<file path="src/pkg/iso_fast_serial_pkg.sv">
// Purpose: Shared constants and types for the isolated fast serial port.
// Assumes: One byte frame is a low start bit followed by eight data bits.
// Notes:   Data bits travel most significant bit first in both directions.

package iso_fast_serial_pkg;

  // ==========================================================================
  // Frame layout
  localparam int unsigned DATA_BITS = 8;
  localparam logic [3:0]  LAST_BIT_IDX = 4'h7;
  localparam logic [3:0]  BIT_CNT_RST = 4'h0;
  localparam logic        START_LEVEL = 1'b0;
  localparam logic        IDLE_LEVEL = 1'b1;

  // ==========================================================================
  // Receive buffer
  localparam logic [1:0]  BUF_DEPTH = 2'h2;
  localparam logic [1:0]  BUF_CNT_RST = 2'h0;

  // ==========================================================================
  // Reset values
  localparam logic [7:0]  BYTE_RST = 8'h00;
  localparam logic [1:0]  SYNC_RST = 2'h3;

  typedef enum logic {RX_IDLE, RX_DATA} rx_state_t;
  typedef enum logic {TX_IDLE, TX_SHIFT} tx_state_t;

endpackage

</file>
<file path="src/verilog/isolated_fast_serial_port.sv">
// Purpose: Device end of the isolated fast serial link and the
//          send-now / wake strobe decoder.
// Assumes: clk at 125 MHz; the link clock is at most a quarter of clk.
// Notes:   The link input pins and the wake pin pass a two-stage synchroniser before use; the USB state inputs do not.
//
// Overview of operation
// - Exactly four link wires: data and clock in, data and clear-to-send out.
// - Bits shift in and out only on edges of the peripheral's clock.
// - Clear-to-send is low while a byte waits to go, high otherwise.
// - Wake strobe while suspended with remote wake enabled requests resume.
// - Wake strobe while awake requests a flush of the receive buffer on next bulk-in.

`timescale 1ns/1ps

module isolated_fast_serial_port (
  // Clock and reset
  input  wire logic       clk,
  input  wire logic       sys_rst,
  // Isolated link pins
  input  wire logic       iso_serial_clock_in,
  input  wire logic       iso_serial_data_in,
  output logic            iso_serial_data_out,
  output logic            iso_clear_to_send_n,
  // Strobe pin and USB state
  input  wire logic       send_now_wake_n,
  input  wire logic       usb_power_enable_n,
  input  wire logic       remote_wake_enable,
  output logic            resume_request,
  output logic            flush_request,
  // Bytes to send to the peripheral
  input  wire logic       tx_valid,
  input  wire logic [7:0] tx_data,
  output logic            tx_ready,
  // Bytes received from the peripheral
  output logic            rx_valid,
  output logic [7:0]      rx_data,
  input  wire logic       rx_ready,
  output logic            rx_overrun
);

  // ==========================================================================
  // Pin synchronisers and edge detection
  logic [1:0] sclk_sync_reg;
  logic [1:0] din_sync_reg;
  logic [1:0] wake_sync_reg;
  logic       sclk_prev_reg, wake_prev_reg;
  logic       sclk_rise, sclk_fall, wake_fall;

  always_ff @(posedge clk) begin
    if (sys_rst) begin
      sclk_sync_reg <= iso_fast_serial_pkg::SYNC_RST;
      din_sync_reg  <= iso_fast_serial_pkg::SYNC_RST;
      wake_sync_reg <= iso_fast_serial_pkg::SYNC_RST;
      sclk_prev_reg <= 1'b1;
      wake_prev_reg <= 1'b1;
    end else begin
      // The link's two input wires and the wake pin are sampled here.
      sclk_sync_reg <= {sclk_sync_reg[0], iso_serial_clock_in};
      din_sync_reg  <= {din_sync_reg[0], iso_serial_data_in};
      wake_sync_reg <= {wake_sync_reg[0], send_now_wake_n};
      sclk_prev_reg <= sclk_sync_reg[1];
      wake_prev_reg <= wake_sync_reg[1];
    end
  end

  // The peripheral's clock is the only timing source for the bit shifts.
  assign sclk_rise = sclk_sync_reg[1] & ~sclk_prev_reg;
  assign sclk_fall = ~sclk_sync_reg[1] & sclk_prev_reg;
  assign wake_fall = ~wake_sync_reg[1] & wake_prev_reg;

  // ==========================================================================
  // Send-now / wake strobe
  logic resume_reg, resume_next;
  logic flush_reg, flush_next;

  always_comb begin
    resume_next = wake_fall & usb_power_enable_n & remote_wake_enable;
    flush_next  = wake_fall & ~usb_power_enable_n;
  end

  always_ff @(posedge clk) begin
    if (sys_rst) begin
      resume_reg <= 1'b0;
      flush_reg  <= 1'b0;
    end else begin
      resume_reg <= resume_next;
      flush_reg  <= flush_next;
    end
  end

  // ==========================================================================
  // Transmit path: one holding byte and a shifter
  iso_fast_serial_pkg::tx_state_t tx_state_reg, tx_state_next;
  logic       tx_full_reg, tx_full_next;
  logic [7:0] tx_hold_reg, tx_hold_next;
  logic [7:0] tx_shift_reg, tx_shift_next;
  logic [3:0] tx_cnt_reg, tx_cnt_next;
  logic       dout_reg, dout_next;
  logic       cts_n_reg, cts_n_next;
  logic       tx_ready_reg, tx_ready_next;

  always_comb begin
    tx_state_next = tx_state_reg;
    tx_full_next  = tx_full_reg;
    tx_hold_next  = tx_hold_reg;
    tx_shift_next = tx_shift_reg;
    tx_cnt_next   = tx_cnt_reg;
    dout_next     = dout_reg;
    unique case (tx_state_reg)
      iso_fast_serial_pkg::TX_IDLE: begin
        if (tx_full_reg && sclk_fall) begin
          dout_next     = iso_fast_serial_pkg::START_LEVEL;
          tx_shift_next = tx_hold_reg;
          tx_cnt_next   = iso_fast_serial_pkg::BIT_CNT_RST;
          tx_full_next  = 1'b0;
          tx_state_next = iso_fast_serial_pkg::TX_SHIFT;
        end
      end
      iso_fast_serial_pkg::TX_SHIFT: begin
        if (sclk_fall) begin
          if (tx_cnt_reg <= iso_fast_serial_pkg::LAST_BIT_IDX) begin
            dout_next     = tx_shift_reg[7];
            tx_shift_next = {tx_shift_reg[6:0], 1'b0};
            tx_cnt_next   = tx_cnt_reg + 4'h1;
          end else begin
            dout_next     = iso_fast_serial_pkg::IDLE_LEVEL;
            tx_state_next = iso_fast_serial_pkg::TX_IDLE;
          end
        end
      end
    endcase
    if (tx_valid && tx_ready_reg) begin
      tx_hold_next = tx_data;
      tx_full_next = 1'b1;
    end
    // Clear-to-send follows the holding byte; a byte already being shifted
    // no longer counts as waiting.
    cts_n_next    = ~tx_full_next;
    tx_ready_next = ~tx_full_next;
  end

  always_ff @(posedge clk) begin
    if (sys_rst) begin
      tx_state_reg <= iso_fast_serial_pkg::TX_IDLE;
      tx_full_reg  <= 1'b0;
      tx_hold_reg  <= iso_fast_serial_pkg::BYTE_RST;
      tx_shift_reg <= iso_fast_serial_pkg::BYTE_RST;
      tx_cnt_reg   <= iso_fast_serial_pkg::BIT_CNT_RST;
      dout_reg     <= iso_fast_serial_pkg::IDLE_LEVEL;
      cts_n_reg    <= 1'b1;
      tx_ready_reg <= 1'b0;
    end else begin
      tx_state_reg <= tx_state_next;
      tx_full_reg  <= tx_full_next;
      tx_hold_reg  <= tx_hold_next;
      tx_shift_reg <= tx_shift_next;
      tx_cnt_reg   <= tx_cnt_next;
      dout_reg     <= dout_next;
      cts_n_reg    <= cts_n_next;
      tx_ready_reg <= tx_ready_next;
    end
  end

  // ==========================================================================
  // Receive path: deserialiser into a two-entry buffer
  // The peripheral has no way to be held off, so the buffer only absorbs a
  // short stall by the reader; a longer one drops the newest byte.
  iso_fast_serial_pkg::rx_state_t rx_state_reg, rx_state_next;
  logic [7:0] rx_shift_reg, rx_shift_next;
  logic [3:0] rx_cnt_reg, rx_cnt_next;
  logic [7:0] buf_reg [2], buf_next [2];
  logic [1:0] buf_cnt_reg, buf_cnt_next;
  logic       rx_valid_reg, rx_valid_next;
  logic       ovr_reg, ovr_next;
  logic       push, pop;
  logic [1:0] after_pop;

  always_comb begin
    rx_state_next = rx_state_reg;
    rx_shift_next = rx_shift_reg;
    rx_cnt_next   = rx_cnt_reg;
    push          = 1'b0;
    unique case (rx_state_reg)
      iso_fast_serial_pkg::RX_IDLE: begin
        if (sclk_rise &&
            din_sync_reg[1] == iso_fast_serial_pkg::START_LEVEL) begin
          rx_cnt_next   = iso_fast_serial_pkg::BIT_CNT_RST;
          rx_state_next = iso_fast_serial_pkg::RX_DATA;
        end
      end
      iso_fast_serial_pkg::RX_DATA: begin
        if (sclk_rise) begin
          rx_shift_next = {rx_shift_reg[6:0], din_sync_reg[1]};
          rx_cnt_next   = rx_cnt_reg + 4'h1;
          if (rx_cnt_reg == iso_fast_serial_pkg::LAST_BIT_IDX) begin
            push          = 1'b1;
            rx_state_next = iso_fast_serial_pkg::RX_IDLE;
          end
        end
      end
    endcase
    pop       = rx_ready && (buf_cnt_reg != iso_fast_serial_pkg::BUF_CNT_RST);
    after_pop = buf_cnt_reg - {1'b0, pop};
    buf_next[0] = pop ? buf_reg[1] : buf_reg[0];
    buf_next[1] = buf_reg[1];
    buf_cnt_next = after_pop;
    ovr_next     = 1'b0;
    if (push) begin
      if (after_pop == iso_fast_serial_pkg::BUF_DEPTH) begin
        ovr_next = 1'b1;
      end else begin
        buf_next[after_pop[0]] = rx_shift_next;
        buf_cnt_next           = after_pop + 2'h1;
      end
    end
    rx_valid_next = (buf_cnt_next != iso_fast_serial_pkg::BUF_CNT_RST);
  end

  always_ff @(posedge clk) begin
    if (sys_rst) begin
      rx_state_reg <= iso_fast_serial_pkg::RX_IDLE;
      rx_shift_reg <= iso_fast_serial_pkg::BYTE_RST;
      rx_cnt_reg   <= iso_fast_serial_pkg::BIT_CNT_RST;
      buf_reg[0]   <= iso_fast_serial_pkg::BYTE_RST;
      buf_reg[1]   <= iso_fast_serial_pkg::BYTE_RST;
      buf_cnt_reg  <= iso_fast_serial_pkg::BUF_CNT_RST;
      rx_valid_reg <= 1'b0;
      ovr_reg      <= 1'b0;
    end else begin
      rx_state_reg <= rx_state_next;
      rx_shift_reg <= rx_shift_next;
      rx_cnt_reg   <= rx_cnt_next;
      buf_reg[0]   <= buf_next[0];
      buf_reg[1]   <= buf_next[1];
      buf_cnt_reg  <= buf_cnt_next;
      rx_valid_reg <= rx_valid_next;
      ovr_reg      <= ovr_next;
    end
  end

  // ==========================================================================
  // Outputs
  assign iso_serial_data_out = dout_reg;
  assign iso_clear_to_send_n = cts_n_reg;
  assign tx_ready            = tx_ready_reg;
  assign resume_request      = resume_reg;
  assign flush_request       = flush_reg;
  assign rx_valid            = rx_valid_reg;
  assign rx_data             = buf_reg[0];
  assign rx_overrun          = ovr_reg;
endmodule // isolated_fast_serial_port

</file>
<file path="config.mk">
export PLATFORM = sky130hd
export DESIGN_NAME = isolated_fast_serial_port
export DESIGN_NICKNAME = d
export VERILOG_FILES = /design/src/pkg/iso_fast_serial_pkg.sv /design/src/verilog/isolated_fast_serial_port.sv
export SDC_FILE = /design/constraint.sdc
export NUM_CORES = 1
export LEC_CHECK = 0
export ABC_AREA = 1
export BUFFER_PORTS_ARGS = -buffer_cell sky130_fd_sc_hd__buf_2
export CORE_UTILIZATION = 55
export CTS_CLUSTER_DIAMETER = 80
export DETAILED_ROUTE_END_ITERATION = 6
export PLACE_DENSITY = 0.82
export SYNTH_ARGS = -nofsm -noshare
export SYNTH_HDL_FRONTEND = slang
export SYNTH_SLANG_ARGS = --single-unit
</file>
<file path="constraint.sdc">
create_clock -name clk -period 2.23 [get_ports clk]
set_input_delay 0.3345 -clock clk [delete_from_list [all_inputs] [get_ports clk]]
set_output_delay 0.3345 -clock clk [all_outputs]
set_load 0.05 [all_outputs]
</file>
==> impl_metrics.json, run 1 <==
{
  "status": "finished, final reports clean",
  "synth_seq_cells": 68,
  "critPathTopFamily": "simple AND/OR/NAND/NOR gates",
  "ys_seq_area_share_pct": 44.7,
  "cp_cell_sequence": "or2_1, nand2_4, inv_1, ha_1, xor2_1, ha_1, nor2_2, nand2_4, nor2_1, nor2_1",
  "die-width_um": 76.4,
  "final_util_pct": 64.4,
  "track_usage_pct": 20.5,
  "switchingPower_uw": 709,
  "critical_path_required_ns": 2.46,
  "setup_viol": 0,
  "n_fill_cell": 466,
  "place_congestion": 0.755,
  "drc": 0,
  "cts_buffers": 9,
  "synth_cells": 405,
  "path_class": "reg2reg",
  "finalNonFillerCells": 503,
  "num_rows": 26,
  "multi_input_area_sq_mm": 0.00132,
  "intPower_uw": 1880,
  "end_kind": "register",
  "grt_pass1_wl_um": 9480,
  "cp_slowest_stage_delay_ns": 0.34,
  "initialDrtViolationCount": 161,
  "cellPowerDensity_mw_per_mm2": 772,
  "placed_cells": 486,
  "via_per_inst": 5.00,
  "clockBufferDepth": 2,
  "drive_above_1_share_pct": 19.4,
  "period_minus_slack_ns": 2.07,
  "insertion_delay_ns": 0.34,
  "yosysWarnings": 0,
  "setup_slack_ns": 0.158,
  "gr-total-overflow": 0,
  "cts.htree.levels": 3,
  "slew_viol_final": 0,
  "hp-class": "in2reg",
  "dieArea_sq_mm": 0.00583,
  "tritoncts": "yes",
  "wire_per_inst_um": 11.1,
  "start_util_pct": 58.5,
  "final_common_cell": "nand2_1",
  "wl_um": 5590,
  "drv_cap": 0,
  "path_buf_inv": 1,
  "hold_viol": 0,
  "synth_area_sq_mm": 0.00304,
  "avgSynthCellArea_sq_um": 7.51,
  "relSlewSlack_pct": 54.5,
  "critPathArrivalTime_ns": 2.30,
  "core-area_sq_mm": 0.00520,
  "hpwl_um": 3640,
  "first_pass_iters": 5,
  "final_cell_mix": "80 x nand2_1, 68 x dfxtp_1, 65 x nor2_1",
  "swShare_pct": 27.4,
  "path_clk_slew_ns": 0.08,
  "max_freq_mhz": 483,
  "vdd_ir_drop_max_mv": 0.487,
  "finalCritPeriodShare_pct": 92.9,
  "cp-start-kind": "register",
  "pwr-share-clk_pct": 35.9,
  "ios": 32,
  "power_leakage_uw": 0.00150,
  "clockRootBuffer": "clkbuf_8",
  "antenna_cells": 0,
  "place_ws_ns": 0.122,
  "clock_sink_count": 68,
  "fin_worst_skew_ns": 0.00987,
  "port_buffers": 31,
  "chipHeight_um": 76.4,
  "dpl-instance-area_sq_mm": 0.00314,
  "antenna_found_initial": 0,
  "synthTopCellsByArea": "dfxtp_1 45%, nand2_1 9.9%, nor2_1 8.1%",
  "yosys.area.top_type": "dfxtp_1",
  "rsz0062_at_grt": "false",
  "seqPwrFrac_pct": 50.2,
  "critPathMaxFanout": 16,
  "grt_start_max_net_pins": 33,
  "seqCellArea_sq_mm": 0.00136,
  "antenna_left": 0,
  "tightestPinTransition_ns": 0.682,
  "num-nets-final": 449,
  "design_area_sq_mm": 0.00335,
  "slowest_stage": "dfxtp_1",
  "setup_tns_ns": 0,
  "r2r_setup_slack_ns": 0.16,
  "area_growth_pct": 10.2,
  "vias": 2515,
  "grt_pass1_vias": 2268,
  "synth_cell_types": 36,
  "synth_top_area_share_pct": 44.7,
  "syn-num-nets": 426,
  "combPwrFrac_pct": 13.9
}
worst reg2reg max path: stages (launching register included):
cell,delay (ns)
dfxtp_1,0.34
or2_1,0.28
nand2_4,0.12
inv_1,0.06
ha_1,0.21
xor2_1,0.19
ha_1,0.23
nor2_2,0.17
nand2_4,0.14
nor2_1,0.17
nor2_1,0.06
cell usage after synthesis (all sizes together):
| cell type | number |
|---|---|
| a211oi | 1 |
| a21boi | 7 |
| a21oi | 17 |
| a31oi | 1 |
| buf | 21 |
| clkbuf | 5 |
| dfxtp | 68 |
| ha | 4 |
| inv | 51 |
| nand2 | 83 |
| nand2b | 1 |
| nand3 | 30 |
| nand4 | 2 |
| nor2 | 69 |
| nor3 | 2 |
| nor4 | 1 |
| o211ai | 1 |
| o21ai | 22 |
| o21bai | 8 |
| or2 | 9 |
| xnor2 | 1 |
| xor2 | 1 |
layout make-up:
type / count / share of cell area [%]
Clock buffer: 12 / 4.93
Clock inverter: 4 / 0.672
Inverter: 51 / 5.71
Multi-Input combinational cell: 261 / 39.5
Sequential cell: 68 / 40.6
Tap cell: 70 / 2.61
Timing Repair Buffer: 37 / 5.97
layer usage:
metal	track usage [%]	vias to the layer above	routed length, um
li1	-	1308	-
met3	6.23	7	322
met2	32.8	84	2560
met1	25.2	1116	2640
met5	0	-	0
met4	9.42	0	65
worst paths after layout:
path	start	endpoint	cells past startpoint
setup / recovery	buf_cnt_reg[1]	buf_reg[0][6]	10
hold / removal	usb_power_enable_n	flush_request	2
setup reg to reg	buf_cnt_reg[1]	buf_reg[0][6]	10
hold reg to reg	wake_sync_reg[0]	wake_sync_reg[1]	1
power groups by stage:
stage	Combinational [uW]	Clock, uW	Sequential (uW)
after global routing	400	1020	1300
after CTS	342	955	1300
after global placement	329	0	1320
final	360	930	1300
after floorplan	241	0	1350
after detailed placement	338	0	1330
through the flow:
step | power [uW] | hold slack (ns)
2_1_floorplan | 1590 | 0.389
3_3_place_gp | 1650 | 0.391
3_5_place_dp | 1660 | 0.402
4_1_cts | 2590 | 0.159
5_1_grt | 2720 | 0.155
6_report | 2590 | 0.174
kinds of logic (layout without fill, tap and decap cells):
logic type,count (synthesis),in the layout,share of synthesized area [%]
adders and majority gates,4,4,1.64
buffers and inverters,77,104,12.5
xor gates and xnor gates,2,2,0.576
and+or+nand+nor,197,198,28.8
AOI/OAI and AO/OA,57,57,11.7
DFF,68,68,44.7
timing repair:
item | CTS | global route
resized for setup | 0 | 3
hold buffers | 0 | 0
setup endpoints to repair | 0 | 8
buffers inserted | 0 | 0
Note: power is estimated with default switching activity, not from simulation.
==> run 2, diff against run 1 <==
--- a/config.mk
+++ b/config.mk
@@ -7,6 +7,7 @@
 export LEC_CHECK = 0
 export ABC_AREA = 1
 export BUFFER_PORTS_ARGS = -buffer_cell sky130_fd_sc_hd__buf_2
+export CORE_MARGIN = 2
 export CORE_UTILIZATION = 55
 export CTS_CLUSTER_DIAMETER = 80
 export DETAILED_ROUTE_END_ITERATION = 6
==> run 2 against run 1 <==
  * Combinational power grew 3%
  * Non-clock buffer count grew 1
  * Largest power group unchanged
  * Sequential cell count is the same
  * Fmax shrank 2.9%
  * Register-to-register slack lost 0.06 ns
  * Setup slack lost 0.063 ns
  * Global-route usage grew 0.28 points
==> impl_metrics.json, run 2 (synthesized netlist as in run 1, its figures left out) <==
{
  "status": "finished, final reports clean",
  "drv_cap": 0,
  "finalCritPeriodShare_pct": 95.7,
  "clockBufferDepth": 2,
  "critPathMaxFanout": 9,
  "cp-start-kind": "register",
  "wire_per_inst_um": 12.2,
  "dieArea_sq_mm": 0.00614,
  "cp_common_cell": "ha_1",
  "ios": 32,
  "period_minus_slack_ns": 2.14,
  "grt_pass1_wl_um": 9870,
  "initialDrtViolationCount": 142,
  "rr_startpoint": "buf_cnt_reg[1]",
  "num-nets-final": 450,
  "seqCellArea_sq_mm": 0.00136,
  "combPwrFrac_pct": 12.6,
  "critical_path_required_ns": 2.47,
  "grt_pass1_vias": 2269,
  "wl_um": 6180,
  "final_cell_mix": "80 x nand2_1, 68 x dfxtp_1, 66 x nor2_1",
  "swShare_pct": 25.5,
  "drc": 0,
  "fin_worst_skew_ns": 0.0104,
  "antenna_found_initial": 0,
  "vias": 2544,
  "cts_buffers": 9,
  "end_kind": "register",
  "setup_viol": 0,
  "core-area_sq_mm": 0.00544,
  "seqPwrFrac_pct": 43.9,
  "max_freq_mhz": 468,
  "drive_above_1_share_pct": 19.6,
  "critPathArrivalTime_ns": 2.38,
  "n_fill_cell": 474,
  "hp-class": "in2reg",
  "timing.hold.ws_ns": 0.160,
  "clockRootBuffer": "clkbuf_8",
  "place_congestion": 0.763,
  "setup_slack_ns": 0.0949,
  "hpwl_um": 3900,
  "hold_viol": 0,
  "switchingPower_uw": 754,
  "chipHeight_um": 78.4,
  "cts.htree.levels": 3,
  "final_common_cell": "nand2_1",
  "die-width_um": 78.4,
  "cp_slowest_stage_delay_ns": 0.35,
  "vdd_ir_drop_max_mv": 0.561,
  "antenna_left": 0,
  "antenna_cells": 0,
  "power_leakage_uw": 0.00154,
  "p_total_uw": 2960,
  "path_clk_slew_ns": 0.07,
  "r2r_setup_slack_ns": 0.09,
  "start_util_pct": 55.9,
  "slew_viol_final": 0,
  "intPower_uw": 2200,
  "first_pass_iters": 4,
  "grt_start_max_net_pins": 33,
  "hold_buffers": 0,
  "port_buffers": 31,
  "num_rows": 27,
  "via_per_inst": 5.03,
  "insertion_delay_ns": 0.35,
  "cp_cell_sequence": "or2_4, nand2_8, inv_1, ha_1, xor2_1, ha_1, inv_2, nand4_2, o21bai_1, nor2_1",
  "path_class": "reg2reg",
  "pwr-share-clk_pct": 43.5,
  "place_ws_ns": 0.0997,
  "slowest_stage": "dfxtp_1",
  "final_util_pct": 63.1,
  "area_growth_pct": 12.8,
  "cellPowerDensity_mw_per_mm2": 861,
  "multi_input_area_sq_mm": 0.00132,
  "gr-total-overflow": 0,
  "reg2regPathDepth": 10,
  "crit_path_start": "buf_cnt_reg[1]",
  "tightestPinTransition_ns": 0.711,
  "tritoncts": "yes",
  "track_usage_pct": 20.8,
  "clock_sink_count": 68,
  "relSlewSlack_pct": 52.5
}
[run 2: worst min path at each step]
stage | startpoint | endpoint | slack (ns) | depth (start not counted)
floorplan | din_sync_reg[0] | din_sync_reg[1] | 0.39 | 1
global placement | wake_sync_reg[0] | wake_sync_reg[1] | 0.39 | 1
detailed placement | sclk_sync_reg[0] | sclk_sync_reg[1] | 0.40 | 1
CTS | usb_power_enable_n | flush_request | 0.15 | 2
global route | send_now_wake_n | wake_sync_reg[0] | 0.15 | 2
finish | usb_power_enable_n | flush_request | 0.16 | 2
[run 2: final cells by class]
| cell class | count | share of cell area (%) |
|---|---|---|
| clock buffer | 11 | 4.41 |
| inverter | 51 | 5.58 |
| multi-input combinational | 261 | 38.6 |
| timing repair buffer | 38 | 6.05 |
| clock inverter | 5 | 3.13 |
| tap | 72 | 2.62 |
| sequential | 68 | 39.7 |
[run 2: routing by layer]
| metal | up-vias | routed length, um | global-route usage (%) |
|---|---|---|---|
| met1 | 1183 | 2720 | 23.5 |
| met3 | 10 | 209 | 6.21 |
| met5 | - | 0 | 0 |
| met2 | 38 | 3150 | 35.4 |
| li1 | 1313 | - | - |
| met4 | 0 | 89 | 10.5 |
[run 2: stage by stage]
stage	instance area, sq um	TNS [ns]	cells
finish	3430	0	506
CTS	3410	0	505
global route	3430	-0.230	506
floorplan	3040	0	405
detailed placement	3150	0	489
global placement	3150	0	489
[run 2: what timing repair did]
item,CTS,global route
hold endpoints to repair,0,0
gates resized for setup,0,3
buffers inserted,0,0
setup endpoints to repair,0,9
[run 2: power by group through the flow]
stage	combinational [uW]	sequential [uW]	clock, uW
floorplan	241	1350	0
global placement	332	1320	0
detailed placement	344	1330	0
CTS	347	1300	1310
global route	418	1310	1370
finish	372	1300	1290
[run 2: critical path, delay by kind of cell (launching register included)]
kind / cells / cell delay (ns)
AND/OR/NAND/NOR: 4 / 0.70
adder cells (fa/ha/maj): 2 / 0.42
flip-flops: 1 / 0.35
AO/OA/AOI/OAI: 1 / 0.22
XOR/XNOR: 1 / 0.18
buffers and inverters: 2 / 0.17
